===== src/crt_pkg.sv =====
// constants, register map and types for the cascadable reload timer bank
package crt_pkg;

  localparam int CRT_DATA_W = 8;
  localparam int CRT_NUM_TIMERS = 10;
  localparam int CRT_NUM_GEN = 7;
  localparam int CRT_NUM_BAUD = 6;

  typedef logic [CRT_DATA_W-1:0] crt_byte_t;
  typedef logic [7:0] crt_addr_t;
  typedef logic [1:0] crt_prio_t;

  // internal i/o register offsets
  localparam crt_addr_t CRT_ADDR_CTRL_STATUS = 8'ha0;
  localparam crt_addr_t CRT_ADDR_PRESCALE = 8'ha1;
  localparam crt_addr_t CRT_ADDR_CLK_SRC = 8'ha4;

  // reload value register offsets, index 0 is subtimer one
  localparam crt_addr_t CRT_RELOAD_ADDR [CRT_NUM_TIMERS] = '{
    8'ha3, 8'ha5, 8'ha7, 8'ha9, 8'hab,
    8'had, 8'haf, 8'ha6, 8'ha8, 8'haa
  };

  // subtimer indices
  localparam int CRT_IDX_PRESCALE = 0;
  localparam int CRT_IDX_BAUD_LO = 1;
  localparam int CRT_IDX_BAUD_HI = 6;
  localparam int CRT_IDX_CAPTURE = 7;
  localparam int CRT_IDX_PWM = 8;
  localparam int CRT_IDX_QUAD = 9;

  // field positions
  localparam int CRT_CLK_EN_BIT = 0;
  localparam int CRT_DIV2_BIT = 0;
  localparam int CRT_GEN_LO = 1;
  localparam int CRT_GEN_HI = 7;
  localparam int CRT_SRC_LO = 2;
  localparam int CRT_SRC_HI = 7;
  localparam int CRT_PRIO_LO = 0;
  localparam int CRT_PRIO_HI = 1;

  // reset values
  localparam logic CRT_CLK_EN_RST = 1'b0;
  localparam logic CRT_DIV2_RST = 1'b1;
  localparam logic [CRT_NUM_GEN-1:0] CRT_GEN_EN_RST = 7'h00;
  localparam logic [CRT_NUM_GEN-1:0] CRT_STATUS_RST = 7'h00;
  localparam logic [CRT_NUM_BAUD-1:0] CRT_SRC_RST = 6'h00;
  localparam crt_prio_t CRT_PRIO_RST = 2'h0;
  localparam crt_prio_t CRT_PRIO_OFF = 2'h0;
  localparam crt_byte_t CRT_RELOAD_RST = 8'h00;
  localparam crt_byte_t CRT_COUNT_ZERO = 8'h00;
  localparam crt_byte_t CRT_COUNT_STEP = 8'h01;
  localparam crt_byte_t CRT_RDATA_RST = 8'h00;

endpackage : crt_pkg


===== src/crt_subtimer.sv =====
// one 8-bit reload down-counter with a one-cycle output pulse
`timescale 1ns/100ps
`default_nettype none
module crt_subtimer (
  input wire logic sys_clk,
  input wire logic resetn,
  input wire logic tick,
  input wire crt_pkg::crt_byte_t reload,
  output var logic pulse_q
);
  import crt_pkg::*;

  crt_byte_t count_q;
  crt_byte_t count_d;
  logic at_zero;
  logic pulse_d;

  assign at_zero = (count_q == CRT_COUNT_ZERO);
  // at zero the next input pulse loads instead of counting
  assign count_d = at_zero ? reload : count_q - CRT_COUNT_STEP;
  // one pulse per reload+1 input pulses
  assign pulse_d = tick & at_zero;

  always_ff @(posedge sys_clk or negedge resetn) begin
    if (!resetn) begin
      count_q <= CRT_COUNT_ZERO;
    end else if (tick) begin
      count_q <= count_d;
    end
  end

  // registered pulse lasts one clock; consumers act on it a cycle later
  always_ff @(posedge sys_clk or negedge resetn) begin
    if (!resetn) begin
      pulse_q <= 1'b0;
    end else begin
      pulse_q <= pulse_d;
    end
  end

endmodule // crt_subtimer
`default_nettype wire


===== src/crt_timer_bank.sv =====
// bank of ten reload down-counters, six of them cascadable, with status and interrupt
`timescale 1ns/100ps
`default_nettype none
module crt_timer_bank (
  input wire logic sys_clk,
  input wire logic resetn,
  input wire crt_pkg::crt_addr_t io_addr,
  input wire crt_pkg::crt_byte_t io_wdata,
  input wire logic io_wr_stb,
  input wire logic io_rd_stb,
  output var crt_pkg::crt_byte_t io_rdata_q,
  output var logic [crt_pkg::CRT_NUM_BAUD-1:0] baud_tick,
  output var logic prescale_tick,
  output var logic capture_tick,
  output var logic pwm_tick,
  output var logic quad_tick,
  output var logic irq_q,
  output var crt_pkg::crt_prio_t irq_prio_q
);
  import crt_pkg::*;

  // control state
  logic clk_en_q;
  logic div2_q;
  logic half_q;
  logic [CRT_NUM_GEN-1:0] gen_en_q;
  logic [CRT_NUM_GEN-1:0] status_q;
  logic [CRT_NUM_GEN-1:0] status_d;
  logic [CRT_NUM_BAUD-1:0] clk_src_q;
  crt_prio_t prio_q;
  crt_byte_t reload_q [CRT_NUM_TIMERS];

  // decode
  logic sel_csr;
  logic sel_prescale;
  logic sel_clk_src;
  logic wr_csr;
  logic wr_prescale;
  logic wr_clk_src;
  logic rd_csr;
  logic [CRT_NUM_TIMERS-1:0] wr_reload;
  crt_byte_t rd_value;
  crt_byte_t csr_read_value;

  // timing
  logic main_tick;
  logic [CRT_NUM_TIMERS-1:0] tick_w;
  logic [CRT_NUM_TIMERS-1:0] pulse_w;
  logic [CRT_NUM_GEN-1:0] gen_pulse;
  logic irq_d;

  assign sel_csr = (io_addr == CRT_ADDR_CTRL_STATUS);
  assign sel_prescale = (io_addr == CRT_ADDR_PRESCALE);
  assign sel_clk_src = (io_addr == CRT_ADDR_CLK_SRC);
  assign wr_csr = io_wr_stb & sel_csr;
  assign wr_prescale = io_wr_stb & sel_prescale;
  assign wr_clk_src = io_wr_stb & sel_clk_src;
  assign rd_csr = io_rd_stb & sel_csr;

  genvar gi;
  generate
    for (gi = 0; gi < CRT_NUM_TIMERS; gi++) begin : g_reload_dec
      assign wr_reload[gi] = io_wr_stb & (io_addr == CRT_RELOAD_ADDR[gi]);
    end
  endgenerate

  // reload values are plain registers, writable at any moment
  generate
    for (gi = 0; gi < CRT_NUM_TIMERS; gi++) begin : g_reload_reg
      always_ff @(posedge sys_clk or negedge resetn) begin
        if (!resetn) begin
          reload_q[gi] <= CRT_RELOAD_RST;
        end else if (wr_reload[gi]) begin
          reload_q[gi] <= io_wdata;
        end
      end
    end
  endgenerate

  // control/status write side: clock gate and interrupt enables
  always_ff @(posedge sys_clk or negedge resetn) begin
    if (!resetn) begin
      clk_en_q <= CRT_CLK_EN_RST;
      gen_en_q <= CRT_GEN_EN_RST;
    end else if (wr_csr) begin
      clk_en_q <= io_wdata[CRT_CLK_EN_BIT];
      gen_en_q <= io_wdata[CRT_GEN_HI:CRT_GEN_LO];
    end
  end

  // only bit 0 of the prescale register is kept
  always_ff @(posedge sys_clk or negedge resetn) begin
    if (!resetn) begin
      div2_q <= CRT_DIV2_RST;
    end else if (wr_prescale) begin
      div2_q <= io_wdata[CRT_DIV2_BIT];
    end
  end

  // clock-source selects and interrupt priority
  always_ff @(posedge sys_clk or negedge resetn) begin
    if (!resetn) begin
      clk_src_q <= CRT_SRC_RST;
      prio_q <= CRT_PRIO_RST;
    end else if (wr_clk_src) begin
      clk_src_q <= io_wdata[CRT_SRC_HI:CRT_SRC_LO];
      prio_q <= io_wdata[CRT_PRIO_HI:CRT_PRIO_LO];
    end
  end

  // half-rate enable toggles only while the timer clock is on
  always_ff @(posedge sys_clk or negedge resetn) begin
    if (!resetn) begin
      half_q <= 1'b0;
    end else if (clk_en_q) begin
      half_q <= ~half_q;
    end
  end

  assign main_tick = clk_en_q & (~div2_q | half_q);

  // per-subtimer input selection
  generate
    for (gi = 0; gi < CRT_NUM_TIMERS; gi++) begin : g_tick_sel
      if (gi >= CRT_IDX_BAUD_LO && gi <= CRT_IDX_BAUD_HI) begin : g_baud
        // baud subtimers may cascade from the prescale subtimer
        assign tick_w[gi] = clk_src_q[gi-CRT_IDX_BAUD_LO]
                            ? pulse_w[CRT_IDX_PRESCALE]
                            : main_tick;
      end else begin : g_main
        // prescale and dedicated subtimers run from the main clock only
        assign tick_w[gi] = main_tick;
      end
    end
  endgenerate

  // the ten counters
  generate
    for (gi = 0; gi < CRT_NUM_TIMERS; gi++) begin : g_timer
      crt_subtimer u_subtimer (
        .sys_clk(sys_clk),
        .resetn(resetn),
        .tick(tick_w[gi]),
        .reload(reload_q[gi]),
        .pulse_q(pulse_w[gi])
      );
    end
  endgenerate

  // fixed assignment of subtimers to consumers
  assign prescale_tick = pulse_w[CRT_IDX_PRESCALE];
  assign baud_tick = pulse_w[CRT_IDX_BAUD_HI:CRT_IDX_BAUD_LO];
  assign capture_tick = pulse_w[CRT_IDX_CAPTURE];
  assign pwm_tick = pulse_w[CRT_IDX_PWM];
  assign quad_tick = pulse_w[CRT_IDX_QUAD];

  // only the seven general subtimers feed the status register
  assign gen_pulse = pulse_w[CRT_NUM_GEN-1:0];

  // read clears; a pulse in the same cycle wins and survives the read
  assign status_d = (status_q & ~{CRT_NUM_GEN{rd_csr}})
                    | gen_pulse;

  always_ff @(posedge sys_clk or negedge resetn) begin
    if (!resetn) begin
      status_q <= CRT_STATUS_RST;
    end else begin
      status_q <= status_d;
    end
  end

  // bit 0 is write-only and reads as zero
  assign csr_read_value = {status_q, 1'b0};
  // every other register is write-only and reads as zero
  assign rd_value = sel_csr ? csr_read_value : CRT_RDATA_RST;

  always_ff @(posedge sys_clk or negedge resetn) begin
    if (!resetn) begin
      io_rdata_q <= CRT_RDATA_RST;
    end else if (io_rd_stb) begin
      io_rdata_q <= rd_value;
    end
  end

  // level request from the next status value, so a cleared bit never fires
  assign irq_d = (|(status_d & gen_en_q))
                 & (prio_q != CRT_PRIO_OFF);

  always_ff @(posedge sys_clk or negedge resetn) begin
    if (!resetn) begin
      irq_q <= 1'b0;
      irq_prio_q <= CRT_PRIO_RST;
    end else begin
      irq_q <= irq_d;
      irq_prio_q <= prio_q;
    end
  end

endmodule // crt_timer_bank
`default_nettype wire


===== config.mk =====
export PLATFORM = sky130hd
export DESIGN_NAME = crt_timer_bank
export DESIGN_NICKNAME = d
export VERILOG_FILES = /design/src/crt_pkg.sv /design/src/crt_subtimer.sv /design/src/crt_timer_bank.sv
export SDC_FILE = /design/constraint.sdc
export NUM_CORES = 1
export LEC_CHECK = 0
export ABC_AREA = 1
export BUFFER_PORTS_ARGS = -buffer_cell sky130_fd_sc_hd__buf_2
export CORE_MARGIN = 10
export CORE_UTILIZATION = 48
export CTS_CLUSTER_SIZE = 16
export DETAILED_ROUTE_END_ITERATION = 6
export GPL_TIMING_DRIVEN = 0
export PLACE_DENSITY_LB_ADDON = 0.2
export SYNTH_ARGS = -nofsm -noshare
export SYNTH_HDL_FRONTEND = slang
export SYNTH_SLANG_ARGS = --single-unit
export TNS_END_PERCENT = 100

===== constraint.sdc =====
create_clock -name sys_clk -period 2.79 [get_ports sys_clk]
set_input_delay 0.558 -clock sys_clk [delete_from_list [all_inputs] [get_ports sys_clk]]
set_output_delay 0.558 -clock sys_clk [all_outputs]
set_load 0.01 [all_outputs]

==> results of run 1 <==
where the power goes:
| group | switching (W) | internal [W] | total, W |
|---|---|---|---|
| clock network | 0.00120 | 0.00175 | 0.00295 |
| registers | 0.000272 | 0.00340 | 0.00367 |
| logic | 0.00229 | 0.00114 | 0.00343 |
flip-flops by register name, indices dropped and copies added (netlist names):
signal and flops:
g_timer.u_subtimer.count_q 80, reload_q 80, g_timer.u_subtimer.pulse_q 10, gen_en_q 7
io_rdata_q 7, status_q 7, clk_src_q 6, irq_prio_q 2
prio_q 2, clk_en_q 1, div2_q 1, half_q 1
irq_q 1
per-stage QoR:
stage | worst slack, ns | hold slack (ns) | cells
2_1_floorplan | 1.06 | 0.262 | 1145
3_3_place_gp | -2.40 | 0.430 | 1449
3_5_place_dp | 0.492 | 0.424 | 1450
6_report | 0.764 | 0.0252 | 1490
5_1_grt | 0.619 | 0.0858 | 1490
4_1_cts | 0.769 | 0.0589 | 1490
cells by family after synthesis:
| logic type | count (synthesis) | synth area share, % |
|---|---|---|
| buf+inv | 188 | 7.73 |
| simple gates | 397 | 17.4 |
| compound gates | 317 | 17.5 |
| other cells | 1 | 0.0389 |
| xor+xnor | 17 | 1.55 |
| fa+ha+maj | 20 | 2.60 |
| flops | 205 | 53.3 |
routing by layer:
layer	global-route usage, %	up-vias	part of all wire (%)
met4	3.72	0	1.7
li1	-	3904	-
met1	25.0	3705	48
met3	2.45	24	4.7
met5	0	-	0
met2	28.0	144	46
layout by cell type, fill, tap and decap left out, types with 15 or more instances in the layout:
master	synthesis	routed
a21oi_1	42	42
buf_2	10	48
clkbuf_1	30	32
clkbuf_16	0	23
dfrtp_1	204	204
ha_1	20	20
inv_1	136	136
nand2_1	222	222
nand3_1	60	60
nor2_1	82	82
o21ai_0	208	208
o21ai_1	25	25
xor2_1	15	15
final cells by class:
| type | count | area, µm² |
|---|---|---|
| fill | 1855 | 8660 |
| inverter | 140 | 526 |
| multi-input combinational | 752 | 3760 |
| tap | 265 | 332 |
| clock buffer | 31 | 666 |
| buffer | 48 | 219 |
| sequential | 205 | 5130 |
| timing repair buffer | 40 | 233 |
| clock inverter | 9 | 70.1 |
worst reg2reg max path: stages (launching register included):
cell and delay, ns:
dfstp_2 0.36, inv_1 0.06, o21a_1 0.15, buf_2 0.26
clkinv_1 0.35, clkbuf_1 0.36, o21ai_0 0.22, o211ai_1 0.11
worst paths after layout:
| kind | startpoint | end | slack (ns) | cells past startpoint |
|---|---|---|---|---|
| setup / recovery | div2_q$_DFFE_PN1P_ | g_timer[0].u_subtimer.count_q[2]$_DFFE_PN0P_ | 0.76 | 7 |
| hold / removal | resetn | g_timer[2].u_subtimer.count_q[6]$_DFFE_PN0N_ | 0.03 | 1 |
| setup reg to reg | div2_q$_DFFE_PN1P_ | g_timer[0].u_subtimer.count_q[2]$_DFFE_PN0P_ | 0.76 | 7 |
| hold reg to reg | prio_q[1]$_DFFE_PN0P_ | irq_prio_q[1]$_DFF_PN0_ | 0.44 | 0 |
| max in group asynchronous | resetn | reload_q[6]$_DFFE_PN0P_ | 1.74 | 2 |
| min in group sys_clk | io_wdata[6] | reload_q[30]$_DFFE_PN0P_ | 0.28 | 3 |
==> impl_metrics.yaml, run 1 <==
status:
  status: "finished clean"
cts:
  tritoncts: "yes"
  clkTransAtPathRegs_ns: 0.06
  cts_hold_buf: 0
  clockBufferDepth: 3
  cts_buffers: 22
  clk_latency_ns: 0.50
  cts.sinks: 205
  cts_setup_buffers: 0
  cts-root-buf: "clkbuf_16"
  htreeDepth: 1
  cts_resized: 0
place:
  gp_congestion: 0.841
  placed_area_mm2: 0.0102
  portBuffers: 39
  dpl.hpwl_mm: 15.3
synth:
  synth-seq-cells: 205
  ys_top_cells_by_area: "dfrtp_1 (53%), o21ai_0 (11%), nand2_1 (8.6%)"
  yosysMostFrequentCell: "nand2_1"
  syn_nets: 1185
  syn-instance-count: 1145
  syn_avg_cell_area_um2: 8.41
  ys_seq_area_share_pct: 53.3
  synth_warnings: 0
  synth_top_area_share_pct: 53.0
  syn_area_mm2: 0.00963
  yosysTopAreaCell: "dfrtp_1"
  async_flop_share_pct: 100
  ys_types: 39
  synth-edff-count: 0
  synth-main-ff-cell: "dfrtp_1"
  synth_commonest_cells: "nand2_1 (222), o21ai_0 (208), dfrtp_1 (204), inv_1 (136), nor2_1 (82)"
floorplanning:
  die_w_um: 162
  pin_count: 41
  die_area_mm2: 0.0261
  initial_utilization_pct: 49.2
  std_cell_rows: 51
  core-area_mm2: 0.0196
  die_y_um: 162
layout:
  antenna_cells: 0
  nets: 1249
  drive_above_1_share_pct: 8.73
  areaGrowthSynthToFinish_pct: 13.5
  final_area_mm2: 0.0109
  fin_util_pct: 55.8
grt:
  grt_max_degree: 123
  gr-total-overflow: 0
  grt_pass1_vias: 7453
  antenna_found_initial: 0
  grt_pass1_wl_mm: 38.4
  grt_use_total_pct: 17.5
timing:
  grt_setup_unrepaired: "false"
  finalCritPeriodShare_pct: 72.6
  skew_ns: 0.00942
  setup_viol_count_final: 0
  slew_violations: 0
  max_freq_mhz: 494
  slew-limit-headroom_pct: 35.0
  setup_tns_ns: 0
  fin_crit_ns: 2.03
  hold_viol: 0
  worst_pin_slew_ns: 0.975
worst_setup_path:
  cpPeakStageDelay_ns: 0.36
  cp_top_family: "buffers and inverters"
  endpoint_kind: "flip-flop"
  slowest_stage: "dfstp_2"
  worst-path-max-fanout: 10
  arrival_ns: 2.38
  path_buf_inv: 4
  crit_path_start_kind: "flip-flop"
  critPathKind: "reg -> reg"
  worstPathCellList: "inv_1 -> o21a_1 -> buf_2 -> clkinv_1 -> clkbuf_1 -> o21ai_0 -> o211ai_1"
  worstPathRequired_ns: 3.15
run:
  maxCapViolCount: 0
power:
  power.density_mw_per_mm2: 919
  power.total_w: 0.0101
  peakVddDrop_v: 0.000504
  p_leak_nw: 5.29
route:
  vias_per_cell: 5.22
  final_antenna_net_count: 0
  first_pass_iters: 5
  drtIter0Drc: 505
  drc: 0
  num_vias: 7777
  wl_mm: 22.8
  post_drt_wl_per_cell_um: 15.3
hold_path:
  min_path_type: "in -> async"
Note: power is estimated with default switching activity, not from simulation.
==> inputs of run 2 (changes only) <==
- clock period: 2.79 -> 1.7 ns (I/O delays scaled with it)
==> run 2 against run 1 <==
  * Fmax grew 22%
  * Critical endpoint is now g_timer[3].u_subtimer.count_q[4]$_DFFE_PN0N_
  * Flip-flop and latch count is the same
  * Sequential share of layout area shrank 1.2 points
  * Routed wire length grew 1.6%
  * Core utilization grew 1.5 points
  * Power grew 68%
  * Cell count grew 0.67%
  * Design area grew 2.6%
  * Die area is the same
  * Clock-buffer cell count is the same
  * Hold slack gained 0.041 ns
==> impl_metrics.yaml, run 2 (same netlist as run 1, synthesis figures left out) <==
route:
  first_pass_iters: 5
  post_drt_wl_per_cell_um: 15.4
  num_vias: 7859
  final_antenna_net_count: 0
  drtIter0Drc: 518
  wl_mm: 23.1
  vias_per_cell: 5.24
  drc: 0
layout:
  final_cell_mix: "nand2_1 (220), dfrtp_1 (204), o21ai_0 (193)"
  drive_above_1_share_pct: 13.2
  antenna_cells: 0
  fin_cells: 1500
  nets: 1259
  reg.largest.list: "g_timer.u_subtimer.count_q (80), reload_q (80), g_timer.u_subtimer.pulse_q (10)"
  final.fill_count: 1815
  layout_commonest_cell: "nand2_1"
  areaGrowthSynthToFinish_pct: 16.5
  final_area_mm2: 0.0112
cts:
  clockBufferDepth: 3
  htreeDepth: 1
  cts-root-buf: "clkbuf_16"
  clk_latency_ns: 0.50
  tritoncts: "yes"
  clkTransAtPathRegs_ns: 0.06
  cts.sinks: 205
  cts_buffers: 22
worst_setup_path:
  critPathKind: "reg -> reg"
  worst-path-max-fanout: 5
  worstPathCellList: "inv_2 -> o21a_4 -> buf_8 -> a21boi_4 -> buf_6 -> nor2_1 -> nand4_1 -> nand3_1"
  slowest_stage: "dfstp_2"
  worstPathRequired_ns: 2.08
  endpoint_kind: "flip-flop"
  crit_path_start_kind: "flip-flop"
  arrival_ns: 2.04
  cpPeakStageDelay_ns: 0.53
timing:
  grt_setup_unrepaired: "true"
  holdWs_ns: 0.0661
  setup_tns_ns: 0
  finalCritPeriodShare_pct: 97.9
  hold_viol: 0
  skew_ns: 0.00737
  slew_violations: 0
  max_freq_mhz: 601
  setup_viol_count_final: 0
  slew-limit-headroom_pct: 37.0
  worst_pin_slew_ns: 0.945
  fin_crit_ns: 1.66
floorplanning:
  initial_utilization_pct: 49.2
  die_area_mm2: 0.0261
  die_y_um: 162
  pin_count: 41
  core-area_mm2: 0.0196
  die_w_um: 162
  std_cell_rows: 51
place:
  portBuffers: 39
  dp.cells: 1450
  gp_congestion: 0.841
  placed_area_mm2: 0.0102
  dpl.hpwl_mm: 15.3
hold_path:
  min_path_type: "in -> reg"
grt:
  gr-total-overflow: 0
  grt_pass1_vias: 7492
  antenna_found_initial: 0
  grt_use_total_pct: 17.6
  grt_max_degree: 123
  grt_pass1_wl_mm: 38.6
status:
  status: "finished clean"
power:
  p_leak_nw: 5.46
  peakVddDrop_v: 0.000834
  power.total_w: 0.0169
  power.density_mw_per_mm2: 1510
run:
  maxCapViolCount: 0
-- run 2: cell count changes in the layout (fill, tap and decap cells not counted), moves of 7 or more --
cell / before / now
buf_4: 7 / 16
clkbuf_1: 32 / 20
inv_1: 136 / 128
inv_2: 3 / 10
nor2_1: 82 / 74
o21ai_0: 208 / 193
o21ai_1: 25 / 37
-- run 2: area by class of cell --
type | count | area, µm² | area share [%]
clock inverter | 9 | 70.1 | 0.624
tap | 265 | 332 | 2.95
timing repair buffer | 50 | 313 | 2.79
multi-input combinational | 752 | 3900 | 34.8
buffer | 48 | 278 | 2.48
inverter | 140 | 531 | 4.73
sequential | 205 | 5130 | 45.7
clock buffer | 31 | 666 | 5.93
-- run 2: path summary, 6_finish.rpt --
check	endpoint	slack, ns	startpoint	cells past startpoint
worst max register to register	g_timer[3].u_subtimer.count_q[4]$_DFFE_PN0N_	0.04	div2_q$_DFFE_PN1P_	8
worst max-delay path	g_timer[3].u_subtimer.count_q[4]$_DFFE_PN0N_	0.04	div2_q$_DFFE_PN1P_	8
max in group asynchronous	reload_q[6]$_DFFE_PN0P_	0.26	resetn	3
worst min register to register	irq_prio_q[1]$_DFF_PN0_	0.44	prio_q[1]$_DFFE_PN0P_	0
worst min-delay path	reload_q[30]$_DFFE_PN0P_	0.07	io_wdata[6]	3
min in group asynchronous	g_timer[2].u_subtimer.count_q[6]$_DFFE_PN0N_	0.41	resetn	2
-- run 2: worst max-delay path: cells and delay by family, from the launching register on --
| kind | cells | cell delay, ns |
|---|---|---|
| AOI/OAI and AO/OA | 2 | 0.47 |
| buffers and inverters | 3 | 0.34 |
| DFF | 1 | 0.53 |
| and+or+nand+nor | 3 | 0.19 |
-- run 2: stage by stage --
step                      setup slack (ns)  utilization (%)
after floorplan                     0.0845                -
after global placement               -3.27             51.9
after detailed placement            -0.380             52.1
after CTS                           0.0117             56.5
after global routing               -0.0212             57.3
final                               0.0364             57.3
-- run 2: timing repair --
item                       4_1_cts  5_1_grt
setup endpoints to repair       66       76
gates cloned                     1        1
hold buffers                     1        0
hold endpoints to repair        82        0
setup buffers                    3        4
gates resized for setup         34       68
pin swaps                        1        5
-- run 2: where the power goes --
part / internal, W / switching (W) / total (W)
registers: 0.00558 / 0.000488 / 0.00607
clock network: 0.00287 / 0.00195 / 0.00483
logic: 0.00213 / 0.00390 / 0.00603
total: 0.0106 / 0.00634 / 0.0169
-- run 2: per-layer routing --
| layer | track usage [%] | share of wire [%] | wire, µm |
|---|---|---|---|
| met3 | 2.45 | 4.6 | 1070 |
| met5 | 0 | 0 | 0 |
| met4 | 3.72 | 1.7 | 395 |
| met2 | 28.2 | 46 | 10500 |
| met1 | 25.1 | 48 | 11100 |
